### config.mk
export PLATFORM = sky130hd
export DESIGN_NAME = wac_ctrl
export DESIGN_NICKNAME = d
export VERILOG_FILES = /design/src/wac_pkg.sv /design/src/wac_ctrl.sv
export SDC_FILE = /design/constraint.sdc
export NUM_CORES = 1
export LEC_CHECK = 0
export BUFFER_PORTS_ARGS = -buffer_cell sky130_fd_sc_hd__buf_2
export CORE_MARGIN = 5
export CORE_UTILIZATION = 38
export DETAILED_ROUTE_END_ITERATION = 10
export PLACE_DENSITY = 0.58
export SLEW_MARGIN = 20
export SYNTH_ARGS = -nofsm -noshare
export SYNTH_HDL_FRONTEND = slang
export SYNTH_SLANG_ARGS = --single-unit
### constraint.sdc
create_clock -name clk_i -period 1.97 [get_ports clk_i]
set_input_delay 0.2955 -clock clk_i [delete_from_list [all_inputs] [get_ports clk_i]]
set_output_delay 0.2955 -clock clk_i [all_outputs]
set_load 0.02 [all_outputs]
### src/wac_pkg.sv
`default_nettype none
// ****************************************
// shared constants and types
// ****************************************
package wac_pkg;
   localparam int unsigned DW = 8;
   localparam int unsigned AW = 8;
   localparam int unsigned TW = 12;
   localparam int unsigned IRQ_W = 3;

   // register byte addresses
   localparam logic [7:0] OFS_CTL0 = 8'h00;
   localparam logic [7:0] OFS_FLAG = 8'h04;
   localparam logic [7:0] OFS_DATA = 8'h08;
   localparam logic [7:0] OFS_OWN = 8'h0C;
   localparam logic [7:0] OFS_STAT = 8'h10;
   localparam logic [7:0] OFS_ISTS = 8'h14;
   localparam logic [7:0] OFS_IMSK = 8'h18;

   // control register 0 fields
   localparam int unsigned B_OPEN = 7;
   localparam int unsigned B_WAIT_TIMING_SEL = 3;
   localparam int unsigned B_ACK_DRIVE_EN = 2;
   localparam int unsigned B_STT = 1;
   // flag register fields
   localparam int unsigned B_START_CLEAR_FLAG = 7;
   localparam int unsigned B_BUSY = 6;
   localparam int unsigned B_RSVD = 0;
   // status register fields
   localparam int unsigned B_MST = 7;
   localparam int unsigned B_SLV = 6;
   localparam int unsigned B_EXT = 5;
   localparam int unsigned B_TRC = 4;
   localparam int unsigned B_WAIT = 3;
   localparam int unsigned B_ACKD = 2;
   // interrupt status fields
   localparam int unsigned I_XFER = 0;
   localparam int unsigned I_START_CLEAR_FLAG = 1;
   localparam int unsigned I_STOP = 2;

   localparam logic [3:0] CNT_ZERO = 4'h0;
   localparam logic [3:0] CNT_ONE = 4'h1;
   localparam logic [3:0] CNT_8 = 4'h8;
   localparam logic [3:0] CNT_9 = 4'h9;
   localparam logic [3:0] EXT_PREFIX = 4'hF;
   localparam logic [6:0] OWN_RST = 7'h00;

   localparam int unsigned CLK_PERIOD_NS = 100;
   localparam int unsigned T_HALF_NS = 5000;
   localparam int unsigned HALF_CYCLES = (T_HALF_NS + CLK_PERIOD_NS - 1) / CLK_PERIOD_NS;

   typedef struct packed {
      logic [AW-1:0] addr;
      logic [DW-1:0] wdata;
      logic wr;
      logic rd;
   } wac_bus_req_s;

   typedef enum logic [2:0] {M_IDLE, M_START, M_RUN, M_RS1, M_RS2} wac_mst_e;
endpackage : wac_pkg
`default_nettype wire

### src/wac_ctrl.sv
// Implementation choices: the placing of the registers and the address-and-strobe port.
`timescale 1ns/1ps
`default_nettype none
// ****************************************
// Summary of operation
// - wait bit 0: transfer irq at eighth fall; master holds clock low
// - wait bit 0, slave: clock held low after eight received clocks
// - wait bit 1: transfer irq at ninth fall instead of eighth
// - wait bit 1, master: wait inserted at ninth fall of address byte
// - wait bit 1, addressed slave: acknowledge, then wait at ninth fall
// - wait bit 1, slave with extension code: wait at eighth fall
// - wait bit changes only by software write; reset clears it
// - acknowledge bit 1 drives data low during ninth clock; 0 drives none except for a matching address
// - acknowledge bit changes only by software write; reset clears it
// - address phase: matching slave always acknowledges; bit used for extension codes
// - wait and acknowledge bits have no effect while interface disabled
// - start trigger on free bus makes a start and becomes master
// - busy bus, reservation allowed: start held, issued once bus frees
// - busy bus, reservation disabled: trigger dropped, start-clear flag set
// - master in wait: start trigger releases wait, then repeated start
// - operation enable 0 stops engine and clears status; 1 runs it
// - reservation-disable at flag bit 0, start-clear flag at bit 7
// - start trigger clears after start, arbitration loss, disable, reset
// ****************************************
module wac_ctrl #(
   parameter int unsigned HALF_CYC = wac_pkg::HALF_CYCLES
) (
   input wire logic clk_i,
   input wire logic srst_i,
   input wire wac_pkg::wac_bus_req_s bus_req_i,
   output logic [wac_pkg::DW-1:0] rdata_o,
   input wire logic scl_i,
   input wire logic sda_i,
   output logic scl_o,
   output logic scl_oe_o,
   output logic sda_o,
   output logic sda_oe_o,
   output logic irq_o
);
   import wac_pkg::*;

   function automatic logic hit(input logic [AW-1:0] a, input logic [AW-1:0] ofs);
      hit = (a == ofs);
   endfunction : hit

   logic scl_m_q, scl_s_q, scl_p_q, sda_m_q, sda_s_q, sda_p_q;
   logic en_q, wait_timing_sel_q, ack_drive_en_q, stt_q, rsv_q, start_clear_flag_q, busy_q;
   logic [6:0] own_q;
   logic [DW-1:0] sh_q, rdata_q, rd_val;
   logic [3:0] cnt_q;
   logic addr_q, mst_q, slv_q, ext_q, trc_q, wait_q, ackd_q;
   logic sda_low_q, scl_low_q, scl_oe_q, pin_q, irq_q;
   wac_mst_e st_q;
   logic [TW-1:0] tmr_q;
   logic [IRQ_W-1:0] sts_q, msk_q, ev;

   // ****************************************
   // register port decode
   // ****************************************
   logic wr_ctl, wr_flag, wr_data, wr_own, wr_sts, wr_msk;
   logic [DW-1:0] wd;
   assign wd = bus_req_i.wdata;
   assign wr_ctl = bus_req_i.wr & hit(bus_req_i.addr, OFS_CTL0);
   assign wr_flag = bus_req_i.wr & hit(bus_req_i.addr, OFS_FLAG);
   assign wr_data = bus_req_i.wr & hit(bus_req_i.addr, OFS_DATA);
   assign wr_own = bus_req_i.wr & hit(bus_req_i.addr, OFS_OWN);
   assign wr_sts = bus_req_i.wr & hit(bus_req_i.addr, OFS_ISTS);
   assign wr_msk = bus_req_i.wr & hit(bus_req_i.addr, OFS_IMSK);

   // ****************************************
   // line synchronisers and edge detection
   // ****************************************
   always_ff @(posedge clk_i) begin
      if (srst_i) begin
         scl_m_q <= 1'b1;
         scl_s_q <= 1'b1;
         scl_p_q <= 1'b1;
         sda_m_q <= 1'b1;
         sda_s_q <= 1'b1;
         sda_p_q <= 1'b1;
      end else begin
         scl_m_q <= scl_i;
         scl_s_q <= scl_m_q;
         scl_p_q <= scl_s_q;
         sda_m_q <= sda_i;
         sda_s_q <= sda_m_q;
         sda_p_q <= sda_s_q;
      end
   end

   logic rise, fall, start_det, stop_det;
   assign rise = en_q & scl_s_q & ~scl_p_q;
   assign fall = en_q & ~scl_s_q & scl_p_q;
   assign start_det = en_q & scl_s_q & scl_p_q & sda_p_q & ~sda_s_q;
   assign stop_det = en_q & scl_s_q & scl_p_q & ~sda_p_q & sda_s_q;

   // ****************************************
   // byte position decisions
   // ****************************************
   logic data_rise, ack_rise, fall8, fall9, match_now, ext_now;
   logic slv_cur, ext_cur, inv8, inv, wait8, wait9, ack9, tx;
   logic arb_lost, mst_wait, stt_wr, stt_refuse, start_go;
   logic start_done, rs_go, rs_start, tmr_done;
   assign data_rise = rise & (cnt_q != CNT_8);
   assign ack_rise = rise & (cnt_q == CNT_8);
   assign fall8 = fall & (cnt_q == CNT_8);
   assign fall9 = fall & (cnt_q == CNT_9);
   assign match_now = (sh_q[7:1] == own_q);
   assign ext_now = (sh_q[7:4] == EXT_PREFIX);
   assign slv_cur = addr_q ? (~mst_q & match_now) : slv_q;
   assign ext_cur = addr_q ? (~mst_q & ext_now) : ext_q;
   assign inv8 = mst_q | slv_cur | ext_cur;
   assign inv = mst_q | slv_q | ext_q;
   // disabled engine never reaches these, so the two bits are inert then
   assign wait8 = fall8 & inv8 & (~wait_timing_sel_q | ext_cur);
   assign wait9 = fall9 & inv & wait_timing_sel_q & ~ext_q;
   // matching slave acks whatever the bit says
   assign ack9 = addr_q ? (slv_cur | (ext_cur & ack_drive_en_q)) : (~trc_q & inv & ack_drive_en_q);
   assign tx = trc_q & inv;
   assign arb_lost = data_rise & mst_q & trc_q & ~sda_low_q & ~sda_s_q;
   assign mst_wait = mst_q & wait_q;
   assign stt_wr = wr_ctl & wd[B_STT] & en_q;
   assign stt_refuse = stt_wr & busy_q & rsv_q & ~mst_wait;
   assign start_go = (st_q == M_IDLE) & stt_q & ~busy_q & en_q;
   assign tmr_done = (tmr_q == TW'(HALF_CYC - 1));
   assign start_done = (st_q == M_START) & tmr_done;
   assign rs_go = (st_q == M_RUN) & wait_q & stt_q;
   assign rs_start = (st_q == M_RS2) & scl_s_q & tmr_done;

   // ****************************************
   // software control bits
   // ****************************************
   always_ff @(posedge clk_i) begin
      if (srst_i) begin
         en_q <= 1'b0;
         wait_timing_sel_q <= 1'b0;
         ack_drive_en_q <= 1'b0;
      end else if (wr_ctl) begin
         en_q <= wd[B_OPEN];
         wait_timing_sel_q <= wd[B_WAIT_TIMING_SEL];
         ack_drive_en_q <= wd[B_ACK_DRIVE_EN];
      end
   end

   always_ff @(posedge clk_i) begin
      if (srst_i) begin
         rsv_q <= 1'b0;
         own_q <= OWN_RST;
         msk_q <= '0;
      end else begin
         if (wr_flag) begin
            rsv_q <= wd[B_RSVD];
         end
         if (wr_own) begin
            own_q <= wd[7:1];
         end
         if (wr_msk) begin
            msk_q <= wd[IRQ_W-1:0];
         end
      end
   end

   // start trigger: set by write, cleared by the engine
   always_ff @(posedge clk_i) begin
      if (srst_i || !en_q) begin
         stt_q <= 1'b0;
      end else if (stt_wr && !stt_refuse) begin
         stt_q <= 1'b1;
      end else if (stt_refuse || start_done || arb_lost) begin
         // a refused trigger also drops a reservation that was still pending
         stt_q <= 1'b0;
      end
   end

   always_ff @(posedge clk_i) begin
      if (srst_i || !en_q) begin
         start_clear_flag_q <= 1'b0;
      end else if (stt_refuse) begin
         start_clear_flag_q <= 1'b1;
      end else if (start_go) begin
         start_clear_flag_q <= 1'b0;
      end
   end

   always_ff @(posedge clk_i) begin
      if (srst_i || !en_q) begin
         busy_q <= 1'b0;
      end else if (start_det) begin
         busy_q <= 1'b1;
      end else if (stop_det) begin
         busy_q <= 1'b0;
      end
   end

   // ****************************************
   // bus monitor: bit count and roles
   // ****************************************
   always_ff @(posedge clk_i) begin
      if (srst_i || !en_q || stop_det) begin
         cnt_q <= CNT_ZERO;
         addr_q <= 1'b0;
         slv_q <= 1'b0;
         ext_q <= 1'b0;
         trc_q <= 1'b0;
      end else if (start_det) begin
         cnt_q <= CNT_ZERO;
         addr_q <= 1'b1;
         slv_q <= 1'b0;
         ext_q <= 1'b0;
         trc_q <= mst_q;
      end else begin
         if (rise) begin
            cnt_q <= (cnt_q == CNT_9) ? CNT_ONE : cnt_q + CNT_ONE;
         end
         if (fall8 && addr_q) begin
            slv_q <= slv_cur;
            ext_q <= ext_cur;
            trc_q <= mst_q ? ~sh_q[0] : sh_q[0];
         end
         if (fall9) begin
            addr_q <= 1'b0;
         end
      end
   end

   always_ff @(posedge clk_i) begin
      if (srst_i || !en_q) begin
         ackd_q <= 1'b0;
      end else if (ack_rise) begin
         ackd_q <= ~sda_s_q;
      end
   end

   always_ff @(posedge clk_i) begin
      if (srst_i) begin
         sh_q <= '0;
      end else if (wr_data) begin
         sh_q <= wd;
      end else if (data_rise) begin
         sh_q <= {sh_q[6:0], sda_s_q};
      end
   end

   always_ff @(posedge clk_i) begin
      if (srst_i || !en_q || stop_det || arb_lost) begin
         mst_q <= 1'b0;
      end else if (start_go) begin
         mst_q <= 1'b1;
      end
   end

   // ****************************************
   // wait: clock held low
   // ****************************************
   always_ff @(posedge clk_i) begin
      if (srst_i || !en_q || stop_det) begin
         wait_q <= 1'b0;
      end else if (wait8 || wait9 || start_done) begin
         wait_q <= 1'b1;
      end else if (wr_data || rs_go) begin
         wait_q <= 1'b0;
      end
   end

   // ****************************************
   // master clock and start generator
   // ****************************************
   always_ff @(posedge clk_i) begin
      if (srst_i || !en_q || arb_lost || stop_det) begin
         st_q <= M_IDLE;
         scl_low_q <= 1'b0;
         tmr_q <= '0;
      end else begin
         case (st_q)
            M_IDLE: begin
               tmr_q <= '0;
               if (start_go) begin
                  st_q <= M_START;
               end
            end
            M_START: begin
               tmr_q <= tmr_q + TW'(1);
               if (tmr_done) begin
                  scl_low_q <= 1'b1;
                  st_q <= M_RUN;
                  tmr_q <= '0;
               end
            end
            M_RUN: begin
               if (rs_go) begin
                  st_q <= M_RS1;
                  scl_low_q <= 1'b1;
                  tmr_q <= '0;
               end else if (wait_q) begin
                  scl_low_q <= 1'b1;
                  tmr_q <= '0;
               end else if (scl_low_q || scl_s_q) begin
                  tmr_q <= tmr_q + TW'(1);
                  if (tmr_done) begin
                     scl_low_q <= ~scl_low_q;
                     tmr_q <= '0;
                  end
               end
            end
            M_RS1: begin
               tmr_q <= tmr_q + TW'(1);
               if (tmr_done) begin
                  scl_low_q <= 1'b0;
                  st_q <= M_RS2;
                  tmr_q <= '0;
               end
            end
            M_RS2: begin
               if (scl_s_q) begin
                  tmr_q <= tmr_q + TW'(1);
               end
               if (rs_start) begin
                  st_q <= M_START;
                  tmr_q <= '0;
               end
            end
            default: begin
               st_q <= M_IDLE;
            end
         endcase
      end
   end

   // ****************************************
   // data line drive
   // ****************************************
   always_ff @(posedge clk_i) begin
      if (srst_i || !en_q || arb_lost || stop_det) begin
         sda_low_q <= 1'b0;
      end else if (start_go || rs_start) begin
         sda_low_q <= 1'b1;
      end else if (rs_go) begin
         sda_low_q <= 1'b0;
      end else if (fall) begin
         // ninth bit: ack or release, other bits: transmit data
         sda_low_q <= (cnt_q == CNT_8) ? ack9 : (tx & ~sh_q[7]);
      end else if (wr_data && cnt_q != CNT_8) begin
         sda_low_q <= tx & ~wd[7];
      end
   end

   always_ff @(posedge clk_i) begin
      if (srst_i) begin
         scl_oe_q <= 1'b0;
         pin_q <= 1'b0;
      end else begin
         scl_oe_q <= en_q & (wait_q | scl_low_q);
         pin_q <= 1'b0;
      end
   end

   // ****************************************
   // interrupt status and mask
   // ****************************************
   assign ev[I_XFER] = wait8 | wait9;
   assign ev[I_START_CLEAR_FLAG] = stt_refuse;
   assign ev[I_STOP] = stop_det;

   always_ff @(posedge clk_i) begin
      if (srst_i) begin
         sts_q <= '0;
         irq_q <= 1'b0;
      end else begin
         sts_q <= (sts_q & ~(wr_sts ? wd[IRQ_W-1:0] : '0)) | ev;
         irq_q <= |(sts_q & msk_q);
      end
   end

   // ****************************************
   // read port
   // ****************************************
   always_comb begin
      rd_val = '0;
      case (bus_req_i.addr)
         OFS_CTL0: begin
            rd_val[B_OPEN] = en_q;
            rd_val[B_WAIT_TIMING_SEL] = wait_timing_sel_q;
            rd_val[B_ACK_DRIVE_EN] = ack_drive_en_q;
            rd_val[B_STT] = stt_q;
         end
         OFS_FLAG: begin
            rd_val[B_START_CLEAR_FLAG] = start_clear_flag_q;
            rd_val[B_BUSY] = busy_q;
            rd_val[B_RSVD] = rsv_q;
         end
         OFS_DATA: rd_val = sh_q;
         OFS_OWN: rd_val = {own_q, 1'b0};
         OFS_STAT: begin
            rd_val[B_MST] = mst_q;
            rd_val[B_SLV] = slv_q;
            rd_val[B_EXT] = ext_q;
            rd_val[B_TRC] = trc_q;
            rd_val[B_WAIT] = wait_q;
            rd_val[B_ACKD] = ackd_q;
         end
         OFS_ISTS: rd_val[IRQ_W-1:0] = sts_q;
         OFS_IMSK: rd_val[IRQ_W-1:0] = msk_q;
         default: rd_val = '0;
      endcase
   end

   always_ff @(posedge clk_i) begin
      if (srst_i) begin
         rdata_q <= '0;
      end else begin
         rdata_q <= bus_req_i.rd ? rd_val : '0;
      end
   end

   assign rdata_o = rdata_q;
   assign scl_oe_o = scl_oe_q;
   assign sda_oe_o = sda_low_q;
   assign scl_o = pin_q;
   assign sda_o = pin_q;
   assign irq_o = irq_q;
endmodule : wac_ctrl
`default_nettype wire

==> flow_summary.ini <==
[run_status]
status = finished, final reports clean

[grt]
grt_use_total_pct = 16.9
grt_max_degree = 24
grt.overflow.total = 0
antenna_found_initial = 0
grt_pass1_vias = 3143
grt_pass1_wl_mm = 15.7

[pwr]
ir_drop_mv = 0.380
p_total_uw = 2890
p_leak_uw = 0.00151
powerDensity_nw_per_um2 = 667

[synthesis]
ys_warn_count = 0
synth_top_family_by_area = simple AND/OR/NAND/NOR gates
ys.flop_type = dfxtp_1
synthesis.area_um2 = 3610
synth_edf_count = 0
synthArstFlopShare_pct = 0
yosys.area_share.adder_pct = 0.692
synthSimpleGateAreaFrac_pct = 28.3
yosysSeqAreaShare_pct = 39.9
syn_avg_cell_area_um2 = 8.39
yosysUniqueCellTypes = 64
synth-seq-cells = 72
synthCells = 431
synth.area.mux_share_pct = 3.88
synth_xor_area_share_pct = 4.36
synth_compound_area_share_pct = 18.4

[timing]
finalSetupTns_ns = 0
hold_violations = 0
clock_skew_ns = 0.0110
fin_crit_ns = 1.83
finalCritPeriodShare_pct = 92.9
final_max_slew_viol_count = 0
fmax_ghz = 0.546
rsz0062_at_grt = false
finalSetupViolCount = 0

[worst_setup_path]
crit_required_ns = 2.24
endpoint_kind = flip-flop
worstSetupStartpoint = tmr_q[2]
r2r_start = tmr_q[2]
cp-start-kind = flip-flop
cp.arrival_ns = 2.10
critical_path_class = reg2reg
cp_max_fo = 7

[die]
die_h_um = 108
die_area_um2 = 11600
core-area_um2 = 9240
rows = 35
ioPinCount = 35
die_w_um = 108
start_util_pct = 39.1

[run]
drv_cap = 0

[final_layout]
regArea_um2 = 1440
nFillCells = 925
multi_input_area_um2 = 2020
fin_util_pct = 46.9
layout-drive-gt1-share_pct = 21.1
nets = 511
area_growth_pct = 19.8
diodes = 0

[routing]
dr.pass1.iters = 6
drt_iter0_markers = 233
ant_nets = 0
vias = 3324
postRouteWirelength_mm = 9.59
route.detailed.drc = 0
wl_per_cell_um = 15.4
vias_per_cell = 5.35

[clocking]
numCtsBuffers = 9
insertion_delay_ns = 0.35
cts_tree = yes
postCtsSetupBuffers = 0
cts_max_level = 3
ctsHoldBuffers = 0
clk_pin_slew_ns = 0.08
cts_root_buffer = clkbuf_8
clock_sinks = 72
clk_path_buf_depth = 2

[placed_design]
gp_congestion = 0.826
hpwlAfterDp_mm = 7.14
port_buffers = 32

[hold_path]
min-delay-start = sda_i
hold_class = in2reg
## cell families (layout without fill, tap and decap cells)
logic type	count (synthesis)	in the layout
compound gates	100	100
flops	72	72
simple gates	188	188
xor+xnor	18	18
fa+ha+maj	2	2
other cells	1	2
buf+inv	36	96
mux	14	14
## sequential cells by signal (all words and copies together), names as in the netlist, 3 cells and up
name and flops:
rdata_o 8, sts_q 3, cnt_q 4, tmr_q 12, sh_q 8, msk_q 3, own_q 7, st_q 3
## through the flow
stage,area (um2),instances,hold WS [ns],setup slack [ns]
2_1_floorplan,3620,432,0.389,0.0838
3_3_place_gp,4110,605,0.392,0.0456
3_5_place_dp,4110,605,0.396,0.0135
4_1_cts,4330,621,0.116,0.0604
5_1_grt,4330,621,0.119,0.0153
6_report,4330,621,0.133,0.140
## power by group
part | internal (uW) | switching, uW
sequential | 1460 | 4.59
combinational | 41.9 | 61.8
clock | 721 | 600
total | 2220 | 667
## metal layers
layer / global-route usage (%) / up-vias / part of all wire (%)
met1: 23.5 / 1581 / 49
met2: 26.8 / 69 / 46
met3: 3.30 / 7 / 4.6
met5: 0 / - / 0
met4: 4.33 / 0 / 0.89
li1: - / 1667 / -
## final cells by class
type,instances,area share [%]
clock inverters,6,2.14
well taps,129,3.73
repair buffers,67,10.1
clock buffers,10,2.95
inverters,13,1.13
flip-flops and latches,72,33.3
multi-input cells,324,46.7
## what timing repair did
action / CTS / global route
endpoints found under the hold margin: 0 / 0
endpoints found under the setup margin: 0 / 5
resized for setup: 0 / 1
## final timing paths
check	slack [ns]	to	depth (start not counted)
worst min register to register	0.40	scl_s_q	1
worst max register to register	0.14	scl_low_q	6
worst min-delay path	0.13	sda_m_q	2
worst max-delay path	0.14	scl_low_q	6
## placed cells by master (no fill, tap or decap), types with 10 or more instances in the layout
cell / count
a21oi_1: 38
a22oi_1: 10
buf_2: 32
buf_4: 34
dfxtp_1: 71
inv_1: 13
mux2i_1: 14
nand2_1: 30
nand3_1: 19
nand4_1: 12
nor2_1: 53
o21ai_0: 13
xor2_1: 11
## synth_stat cells, types with 2 or more instances
library cell | number | area share (%)
xnor2_1 | 7 | 1.7
o41ai_1 | 2 | 0.48
nor4_1 | 2 | 0.35
nand2_1 | 30 | 3.1
a22oi_1 | 10 | 2.1
a311oi_1 | 2 | 0.48
clkbuf_1 | 15 | 1.6
o211ai_1 | 2 | 0.42
nor2_1 | 53 | 5.5
nor2b_1 | 6 | 1.0
and3_1 | 4 | 0.69
nor3_1 | 8 | 1.1
a211oi_1 | 9 | 1.9
xor2_1 | 11 | 2.7
and3_2 | 2 | 0.42
a21oi_1 | 38 | 5.3
ha_1 | 2 | 0.69
a31oi_1 | 3 | 0.52
nand2b_1 | 9 | 1.6
nor3b_1 | 7 | 1.5
buf_2 | 5 | 0.69
nand3_1 | 19 | 2.6
buf_4 | 2 | 0.42
a21o_1 | 2 | 0.42
inv_1 | 13 | 1.4
or4_1 | 4 | 0.83
dfxtp_1 | 72 | 40
or2_2 | 8 | 1.4
nand4_1 | 12 | 2.1
or3_1 | 6 | 1.0
and3b_1 | 3 | 0.73
o21ai_0 | 13 | 1.8
mux2i_1 | 14 | 3.9
o32ai_1 | 2 | 0.48
nand3b_1 | 3 | 0.62
a222oi_1 | 3 | 0.83
## worst max-delay path: stages (launching register included)
cell     delay (ns)
dfxtp_1        0.35
or3_1          0.43
nor4_4         0.34
buf_4          0.20
o21ai_1        0.07
a211o_1        0.25
a21oi_1        0.12
Power figures use the tool's default switching activity.
